### config.mk
export PLATFORM = sky130hd
export DESIGN_NAME = incn_null_sequencer
export DESIGN_NICKNAME = d
export VERILOG_FILES = /design/src/verilog/incn_pkg.sv /design/src/verilog/incn_sync.sv /design/src/verilog/incn_null_sequencer.sv
export VERILOG_INCLUDE_DIRS = /design/src /design/src/verilog
export SDC_FILE = /design/constraint.sdc
export NUM_CORES = 1
export LEC_CHECK = 0
export ABC_AREA = 1
export BUFFER_PORTS_ARGS = -buffer_cell sky130_fd_sc_hd__buf_2
export CAP_MARGIN = 5
export CORE_ASPECT_RATIO = 0.75
export CORE_MARGIN = 2
export CORE_UTILIZATION = 25
export DETAILED_ROUTE_END_ITERATION = 16
export PLACE_DENSITY = 0.5
export SYNTH_ARGS = -nofsm -noshare
export SYNTH_HDL_FRONTEND = slang
export SYNTH_SLANG_ARGS = --single-unit
### constraint.sdc
create_clock -name sys_clk_i -period 4.25 [get_ports sys_clk_i]
set_input_delay 0.2125 -clock sys_clk_i [delete_from_list [all_inputs] [get_ports sys_clk_i]]
set_output_delay 0.2125 -clock sys_clk_i [all_outputs]
set_load 0.02 [all_outputs]
### src/verilog/incn_cfg.svh
`ifndef INCN_CFG_SVH
`define INCN_CFG_SVH
// Functional notes
// Holding the null switch toward the first channel nulls it with a tone and a blinking green lamp.
// A null lasts about 7.5 seconds from start to completion.
// On success the tone stops and the lamp turns steady green.
// On failure the lamp shows red, and a new switch request retries the null.
// The second switch direction runs the same sequence on the second channel's lamp.
// Null requests have no effect unless the unit is in two-wire mode.
// At power-up both null lamps go green, then red, then off.
// The power-up test cycles only the null lamps.
// Any out-of-range supply level blinks the null lamps red while operation continues; the power-up test and a running null's green blink take precedence.
// The configuring party sets system type, then two- or four-wire mode, then power or attachment.
// In two-wire mode call indications are translated between the system types at the two ends.
// When optical link strength falls below threshold the signal is cut entirely.
// While a null runs, further null requests are ignored until success or failure.

// ============================================================
// Timing
`define INCN_CLK_HZ        100000000
`define INCN_NULL_TIME_MS  7500
`define INCN_LAMP_TIME_MS  500
`define INCN_BLINK_TIME_MS 250
`define INCN_NULL_CYC  ((`INCN_CLK_HZ / 1000) * `INCN_NULL_TIME_MS)
`define INCN_LAMP_CYC  ((`INCN_CLK_HZ / 1000) * `INCN_LAMP_TIME_MS)
`define INCN_BLINK_CYC ((`INCN_CLK_HZ / 1000) * `INCN_BLINK_TIME_MS)

// ============================================================
// Lamp colour codes {red, green}
`define INCN_LAMP_OFF   2'h0
`define INCN_LAMP_GREEN 2'h1
`define INCN_LAMP_RED   2'h2
`define INCN_CH_FIRST   1'h0
`define INCN_CH_SECOND  1'h1
`endif

### src/verilog/incn_pkg.sv
package incn_pkg;
  typedef enum logic [2:0] {
    INCN_TEST_GREEN = 3'h0,
    INCN_TEST_RED   = 3'h1,
    INCN_IDLE       = 3'h2,
    INCN_NULLING    = 3'h3
  } incn_state_e;
  typedef logic [1:0] incn_lamp_t;
endpackage

### src/verilog/incn_sync.sv
module incn_sync #(
  parameter int W = 1
) (
  input  wire logic         sys_clk_i,
  input  wire logic         rst_b_i,
  input  wire logic [W-1:0] async_i,
  output logic      [W-1:0] sync_o
);
  logic [W-1:0] s1_r;
  logic [W-1:0] s2_r;
  logic [W-1:0] s3_r;
  logic [W-1:0] out_r;
  wire  [W-1:0] agree_w = ~(s2_r ^ s3_r);

  // ============================================================
  // Three stages, change accepted when stage two and three agree
  always_ff @(posedge sys_clk_i or negedge rst_b_i) begin
    if (!rst_b_i) begin
      s1_r  <= '0;
      s2_r  <= '0;
      s3_r  <= '0;
      out_r <= '0;
    end else begin
      s1_r  <= async_i;
      s2_r  <= s1_r;
      s3_r  <= s2_r;
      out_r <= (agree_w & s3_r) | (~agree_w & out_r);
    end
  end
  assign sync_o = out_r;
endmodule

### src/verilog/incn_null_sequencer.sv
`include "incn_cfg.svh"
module incn_null_sequencer #(
  parameter int NULL_CYC  = `INCN_NULL_CYC,
  parameter int LAMP_CYC  = `INCN_LAMP_CYC,
  parameter int BLINK_CYC = `INCN_BLINK_CYC
) (
  input  wire logic       sys_clk_i,
  input  wire logic       rst_b_i,
  input  wire logic       null_to_first_channel_i,
  input  wire logic       null_to_second_channel_i,
  input  wire logic       two_wire_mode_i,
  input  wire logic       system_type_a_i,
  input  wire logic       externally_powered_i,
  input  wire logic       frame_attached_i,
  input  wire logic       power_fault_i,
  input  wire logic       link_strength_ok_i,
  input  wire logic       null_done_i,
  input  wire logic       null_pass_i,
  input  wire logic       local_call_i,
  input  wire logic       remote_call_i,
  input  wire logic       remote_system_type_a_i,
  input  wire logic [1:0] other_lamps_i,
  output logic            null_start_o,
  output logic            null_channel_o,
  output logic            test_tone_o,
  output logic      [1:0] first_channel_lamp_o,
  output logic      [1:0] second_channel_lamp_o,
  output logic      [1:0] other_lamps_o,
  output logic            termination_on_o,
  output logic            panel_mode_o,
  output logic            call_to_local_o,
  output logic            call_to_remote_o,
  output logic            signal_pass_o
);
  initial begin
    if (NULL_CYC < 1) begin
      $error("incn_null_sequencer: null count must be at least one");
    end
    if (LAMP_CYC < 1) begin
      $error("incn_null_sequencer: lamp test count must be at least one");
    end
    if (BLINK_CYC < 1) begin
      $error("incn_null_sequencer: blink count must be at least one");
    end
  end

  localparam int CW = $clog2(NULL_CYC + LAMP_CYC + BLINK_CYC + 1);

  // ============================================================
  // Pin synchronisers
  logic [4:0] sy_w;
  incn_sync #(.W(5)) u_sync (
    .sys_clk_i (sys_clk_i),
    .rst_b_i   (rst_b_i),
    .async_i   ({null_to_first_channel_i, null_to_second_channel_i, two_wire_mode_i,
                 power_fault_i, link_strength_ok_i}),
    .sync_o    (sy_w)
  );
  wire req_first_w  = sy_w[4];
  wire req_second_w = sy_w[3];
  wire two_wire_w   = sy_w[2];
  wire fault_w      = sy_w[1];
  wire link_ok_w    = sy_w[0];

  // ============================================================
  // State
  incn_pkg::incn_state_e state_r, state_nxt;
  logic [CW-1:0]         tmr_r;
  logic [CW-1:0]         blink_cnt_r;
  logic                  blink_r;
  logic                  chan_r;
  incn_pkg::incn_lamp_t  res_first_r;
  incn_pkg::incn_lamp_t  res_second_r;
  logic                  start_r;

  wire idle_w      = (state_r == incn_pkg::INCN_IDLE);
  wire req_w       = two_wire_w & (req_first_w | req_second_w);
  wire start_w     = idle_w & req_w;
  wire start_ch_w  = req_first_w ? `INCN_CH_FIRST : `INCN_CH_SECOND;
  wire tmr_end_w   = (tmr_r == '0);
  wire null_end_w  = (state_r == incn_pkg::INCN_NULLING) & (null_done_i | tmr_end_w);
  wire pass_w      = null_done_i & null_pass_i;
  wire blink_end_w = (blink_cnt_r == '0);

  always_comb begin
    state_nxt = state_r;
    unique case (state_r)
      incn_pkg::INCN_TEST_GREEN: begin
        if (tmr_end_w) begin
          state_nxt = incn_pkg::INCN_TEST_RED;
        end
      end
      incn_pkg::INCN_TEST_RED: begin
        if (tmr_end_w) begin
          state_nxt = incn_pkg::INCN_IDLE;
        end
      end
      incn_pkg::INCN_IDLE: begin
        if (start_w) begin
          state_nxt = incn_pkg::INCN_NULLING;
        end
      end
      incn_pkg::INCN_NULLING: begin
        if (null_end_w) begin
          state_nxt = incn_pkg::INCN_IDLE;
        end
      end
      default:                   state_nxt = incn_pkg::INCN_IDLE;
    endcase
  end

  always_ff @(posedge sys_clk_i or negedge rst_b_i) begin
    if (!rst_b_i) begin
      state_r <= incn_pkg::INCN_TEST_GREEN;
      tmr_r   <= CW'(LAMP_CYC - 1);
    end else begin
      state_r <= state_nxt;
      if (start_w) begin
        tmr_r <= CW'(NULL_CYC - 1);
      end else if (state_r != state_nxt) begin
        tmr_r <= CW'(LAMP_CYC - 1);
      end else if (!tmr_end_w) begin
        tmr_r <= tmr_r - CW'(1);
      end
    end
  end

  always_ff @(posedge sys_clk_i or negedge rst_b_i) begin
    if (!rst_b_i) begin
      blink_cnt_r <= CW'(BLINK_CYC - 1);
      blink_r     <= 1'b0;
    end else if (blink_end_w) begin
      blink_cnt_r <= CW'(BLINK_CYC - 1);
      blink_r     <= ~blink_r;
    end else begin
      blink_cnt_r <= blink_cnt_r - CW'(1);
    end
  end

  // Result latches; a timeout without completion counts as failure
  always_ff @(posedge sys_clk_i or negedge rst_b_i) begin
    if (!rst_b_i) begin
      chan_r       <= `INCN_CH_FIRST;
      start_r      <= 1'b0;
      res_first_r  <= `INCN_LAMP_OFF;
      res_second_r <= `INCN_LAMP_OFF;
    end else begin
      start_r <= start_w;
      if (start_w) begin
        chan_r <= start_ch_w;
      end
      if (null_end_w && chan_r == `INCN_CH_FIRST) begin
        res_first_r <= pass_w ? `INCN_LAMP_GREEN : `INCN_LAMP_RED;
      end
      if (null_end_w && chan_r == `INCN_CH_SECOND) begin
        res_second_r <= pass_w ? `INCN_LAMP_GREEN : `INCN_LAMP_RED;
      end
    end
  end

  // ============================================================
  // Lamp selection
  wire nulling_w = (state_r == incn_pkg::INCN_NULLING);
  wire [1:0] test_w    = (state_r == incn_pkg::INCN_TEST_GREEN) ? `INCN_LAMP_GREEN
                                                                : `INCN_LAMP_RED;
  wire testing_w = (state_r == incn_pkg::INCN_TEST_GREEN) |
                   (state_r == incn_pkg::INCN_TEST_RED);

  // Everything the choice depends on is an argument, so each call re-evaluates on any change
  function automatic incn_pkg::incn_lamp_t lamp_sel(input logic                 testing,
                                                    input logic                 busy,
                                                    input logic                 fault,
                                                    input logic                 blink,
                                                    input incn_pkg::incn_lamp_t test,
                                                    input incn_pkg::incn_lamp_t res);
    if (testing) begin
      lamp_sel = test;
    end else if (busy) begin
      lamp_sel = blink ? `INCN_LAMP_GREEN : `INCN_LAMP_OFF;
    end else if (fault) begin
      lamp_sel = blink ? `INCN_LAMP_RED : `INCN_LAMP_OFF;
    end else begin
      lamp_sel = res;
    end
  endfunction

  wire [1:0] lamp1_w = lamp_sel(testing_w, nulling_w & (chan_r == `INCN_CH_FIRST), fault_w,
                                blink_r, test_w, res_first_r);
  wire [1:0] lamp2_w = lamp_sel(testing_w, nulling_w & (chan_r == `INCN_CH_SECOND), fault_w,
                                blink_r, test_w, res_second_r);

  // Call translation: the far end's call is re-signalled in local convention
  wire call_in_w  = remote_call_i ^ (remote_system_type_a_i ^ system_type_a_i);
  wire call_out_w = local_call_i;

  // ============================================================
  // Output registers
  always_ff @(posedge sys_clk_i or negedge rst_b_i) begin
    if (!rst_b_i) begin
      null_start_o          <= 1'b0;
      null_channel_o        <= 1'b0;
      test_tone_o           <= 1'b0;
      first_channel_lamp_o  <= `INCN_LAMP_OFF;
      second_channel_lamp_o <= `INCN_LAMP_OFF;
      other_lamps_o         <= 2'h0;
      termination_on_o      <= 1'b0;
      panel_mode_o          <= 1'b0;
      call_to_local_o       <= 1'b0;
      call_to_remote_o      <= 1'b0;
      signal_pass_o         <= 1'b0;
    end else begin
      null_start_o          <= start_r;
      null_channel_o        <= chan_r;
      test_tone_o           <= nulling_w;
      first_channel_lamp_o  <= lamp1_w;
      second_channel_lamp_o <= lamp2_w;
      other_lamps_o         <= other_lamps_i;
      termination_on_o      <= two_wire_w & ~externally_powered_i;
      panel_mode_o          <= ~two_wire_w & ~frame_attached_i;
      call_to_local_o       <= two_wire_w & link_ok_w & call_in_w;
      call_to_remote_o      <= two_wire_w & link_ok_w & call_out_w;
      signal_pass_o         <= link_ok_w;
    end
  end
endmodule

==> run_results.csv <==
group,metric,value,unit
layout,final_cells,850,
detailed_routing,routedWlPerCell,11.5,um
power,max-vdd-ir-drop,0.000212,V
floorplan,die_h,125,um
logic_synthesis,yosysTopAreaCellShare,35.3,%
logic_synthesis,synth_top_family_by_area,"simple AND/OR/NAND/NOR gates",
logic_synthesis,synth.distinct_cells,38,
worst_setup_path,worstPathRequired,4.50,ns
placement,place_ws,1.82,ns
sta,worst_pin_slew,0.659,ns
detailed_routing,drc_errors,0,
logic_synthesis,synth_edf_count,0,
clocking,numCtsBuffers,9,
worst_setup_path,crit_chain,"inv_1, ha_1, nand2_2, nor2_4, nand2_4, nor2_8, nor2_2, nor2_4, nand3_2, a21oi_4, o211ai_1",
layout,final_layout_size_suffix_gt1_share,19.8,%
worst_setup_path,crit_family,"simple AND/OR/NAND/NOR gates",
clocking,root_buffer,"clkbuf_16",
sta,setup_viol,0,
placement,hpwl,7090,um
power,powerDensity,378,nW/um2
floorplan,die_x,166,um
placement,placed_area,5340,um2
floorplan,coreArea,19300,um2
clocking,cts_tree,"done",
worst_setup_path,crit_type,"flop to flop",
layout,syn2layout_area_growth,17.2,%
layout,final_cell_mix,"nor2_1, nand2_1, dfrtp_1, inv_1, dfstp_2",
logic_synthesis,synth_mux_area_share,0.460,%
logic_synthesis,synth_area_leaders,"dfrtp_1, dfstp_2, nor2_1",
worst_setup_path,worstSetupStartpointType,"flop",
logic_synthesis,postSynthCellCount,543,
clocking,cts_max_level,3,
logic_synthesis,synth_flop_cell,"dfrtp_1",
logic_synthesis,ys_ff_latch,104,
power,leakage,0.00249,uW
detailed_routing,dr.pass1.iters,7,
worst_setup_path,endpoint_kind,"flop",
placement,gp_congestion,0.770,
status,status,"finished, final reports clean",
logic_synthesis,synth_top_area_cell,"dfrtp_1",
global_route,grt_max_degree,55,
logic_synthesis,synth_area,4890,um2
sta,totalNegativeSetupSlack,0,ns
worst_setup_path,cp.arrival,2.62,ns
detailed_routing,vias,3517,
worst_setup_path,max_stage_delay,0.43,ns
layout,layout.nets,611,
worst_setup_path,reg2reg_depth,11,
clocking,postCtsSetupBuffers,0,
sta,slew_headroom,56.1,%
detailed_routing,drt_iter0_drc,231,
clocking,clock_latency,0.35,ns
detailed_routing,ant_nets,0,
detailed_routing,wirelength,9760,um
floorplan,io-pin-count,31,
logic_synthesis,synthArstFlopShare,100,%
global_route,grtUsageTotal,10.4,%
logic_synthesis,avgSynthCellArea,9.01,um2
placement,io_buffers,30,
logic_synthesis,yosys.area_share.simple,26.3,%
sta,finalCriticalPeriod,2.38,ns
worst_setup_path,worst-path-stages,11,
floorplan,dieArea,20700,um2
worst_setup_path,cp.buffers_inverters,1,
floorplan,start_util,25.4,%
job,maxCapViolCount,0,
worst_hold_path,hp-class,"input pin to flop",
logic_synthesis,synth_xor_area_share,6.27,%
logic_synthesis,yosys.area_share.adder,1.53,%
global_route,grt_pass1_vias,3463,
clocking,clk_pin_slew,0.07,ns
detailed_routing,drt-vias-per-instance,4.14,
logic_synthesis,synth_compound_area_share,6.11,%
logic_synthesis,yosys_warnings,0,
layout,final_common_cell,"nor2_1",
layout,n_antenna_cell,0,
logic_synthesis,ys_seq_area_share,54.1,%
worst_setup_path,cpMostUsedCell,"nor2_4",
sta,hold_violations,0,
floorplan,rows,44,
clocking,cts_sinks,104,
layout,finish.utilization,29.7,%
sta,maxSlewViolCount,0,
global_route,grt_pass1_wl,17200,um
sta,fin_ws,1.87,ns
worst_hold_path,hold_depth,3,
sta,fin_crit_sh,55.9,%
global_route,antenna_found_initial,0,
sta,skew,0.0109,ns
sta,timing.fmax,421,MHz
global_route,grt_overflow_total,0,
layout,post-route-cell-area,5730,um2
clocking,cts_resized,0,
sta,rsz0062_at_grt,"false",
worst_setup_path,crit_fanout,16,
worst_setup_path,cp_slowest_cell,"a21oi_4",
clocking,cts_max_path_buffers,2,
logic_synthesis,synth_nets,562,
placement,placedCellCount,824,
report_power, final:
| part | internal [uW] | total, uW | switching, uW |
|---|---|---|---|
| Clock | 426 | 812 | 386 |
| Sequential | 1080 | 1120 | 49.1 |
| Combinational | 84.1 | 230 | 146 |
| Total | 1590 | 2170 | 581 |
path summary, 6_finish.rpt:
| check | slack (ns) | from | to |
|---|---|---|---|
| max | 1.87 | tmr_r[0]$_DFFE_PN1P_ | tmr_r[2]$_DFFE_PN1P_ |
| min | 0.07 | local_call_i | call_to_remote_o$_DFF_PN0_ |
| max reg2reg | 1.87 | tmr_r[0]$_DFFE_PN1P_ | tmr_r[2]$_DFFE_PN1P_ |
| min reg2reg | 0.35 | u_sync.s1_r[3]$_DFF_PN0_ | u_sync.s2_r[3]$_DFF_PN0_ |
| max in group asynchronous | 3.15 | rst_b_i | tmr_r[11]$_DFFE_PN0P_ |
| min in group asynchronous | 0.23 | rst_b_i | second_channel_lamp_o[0]$_DFF_PN0_ |
worst register-to-register path: stages, from the launching register on:
cell	delay (ns)
dfstp_2	0.38
inv_1	0.08
ha_1	0.23
nand2_2	0.10
nor2_4	0.21
nand2_4	0.11
nor2_8	0.30
nor2_2	0.09
nor2_4	0.09
nand3_2	0.12
a21oi_4	0.43
o211ai_1	0.16
timing repair:
item,4_1_cts,5_1_grt
hold buffers,10,0
endpoints found under the setup margin,0,0
endpoints found under the hold margin,18,0
state kept, by name, indices dropped and copies added, names as in the netlist, named ones only:
register,cells
null_channel_o,1
res_second_r,2
other_lamps_o,2
start_r,1
signal_pass_o,1
u_sync.s2_r,5
blink_r,1
blink_cnt_r,30
tmr_r,30
panel_mode_o,1
termination_on_o,1
first_channel_lamp_o,2
null_start_o,1
u_sync.s3_r,5
res_first_r,2
u_sync.s1_r,5
call_to_local_o,1
state_r,3
test_tone_o,1
call_to_remote_o,1
chan_r,1
second_channel_lamp_o,2
layer usage:
metal  GRT usage, %  vias up  share of wire, %
met5              0        -                 0
met4           2.48        0               1.0
met3           2.72        8               4.0
met2           13.6       59                39
met1           16.5     1616                56
li1               -     1834                 -
cells in the mapped netlist, types with 4 or more instances:
library cell / number
nor2_1: 104
nand2_1: 91
dfrtp_1: 69
inv_1: 52
dfstp_2: 35
o21ai_0: 24
nand3_1: 21
xor2_1: 21
a21oi_1: 15
nor3_1: 15
xnor2_1: 14
nor2_2: 11
nand4_1: 9
o21ai_1: 7
nor3_2: 6
inv_2: 5
maj3_1: 5
nor4_1: 5
nand2_4: 4
through the flow:
stage	hold WS, ns	power (uW)
2_1_floorplan	-0.0831	1290
3_3_place_gp	0.0508	1370
3_5_place_dp	0.0493	1370
4_1_cts	0.0595	2200
5_1_grt	0.0700	2280
6_report	0.0683	2170
cells by family (layout without fill, tap and decap cells):
| kind of cell | after synthesis | after routing |
|---|---|---|
| simple gates | 278 | 278 |
| flops | 104 | 104 |
| buf+inv | 62 | 116 |
| compound gates | 54 | 54 |
| xor+xnor | 35 | 35 |
| fa+ha+maj | 7 | 7 |
| mux | 2 | 2 |
| other cells | 1 | 1 |
layout make-up:
class                           count  area (um2)
Fill cell                        2018       13500
Sequential cell                   104        2650
Multi-Input combinational cell    377        1990
Tap cell                          253         317
Timing Repair Buffer               42         268
Clock buffer                       11         243
Inverter                           58         218
Clock inverter                      5        47.5
No activity file was read; power rests on OpenSTA's default activity.
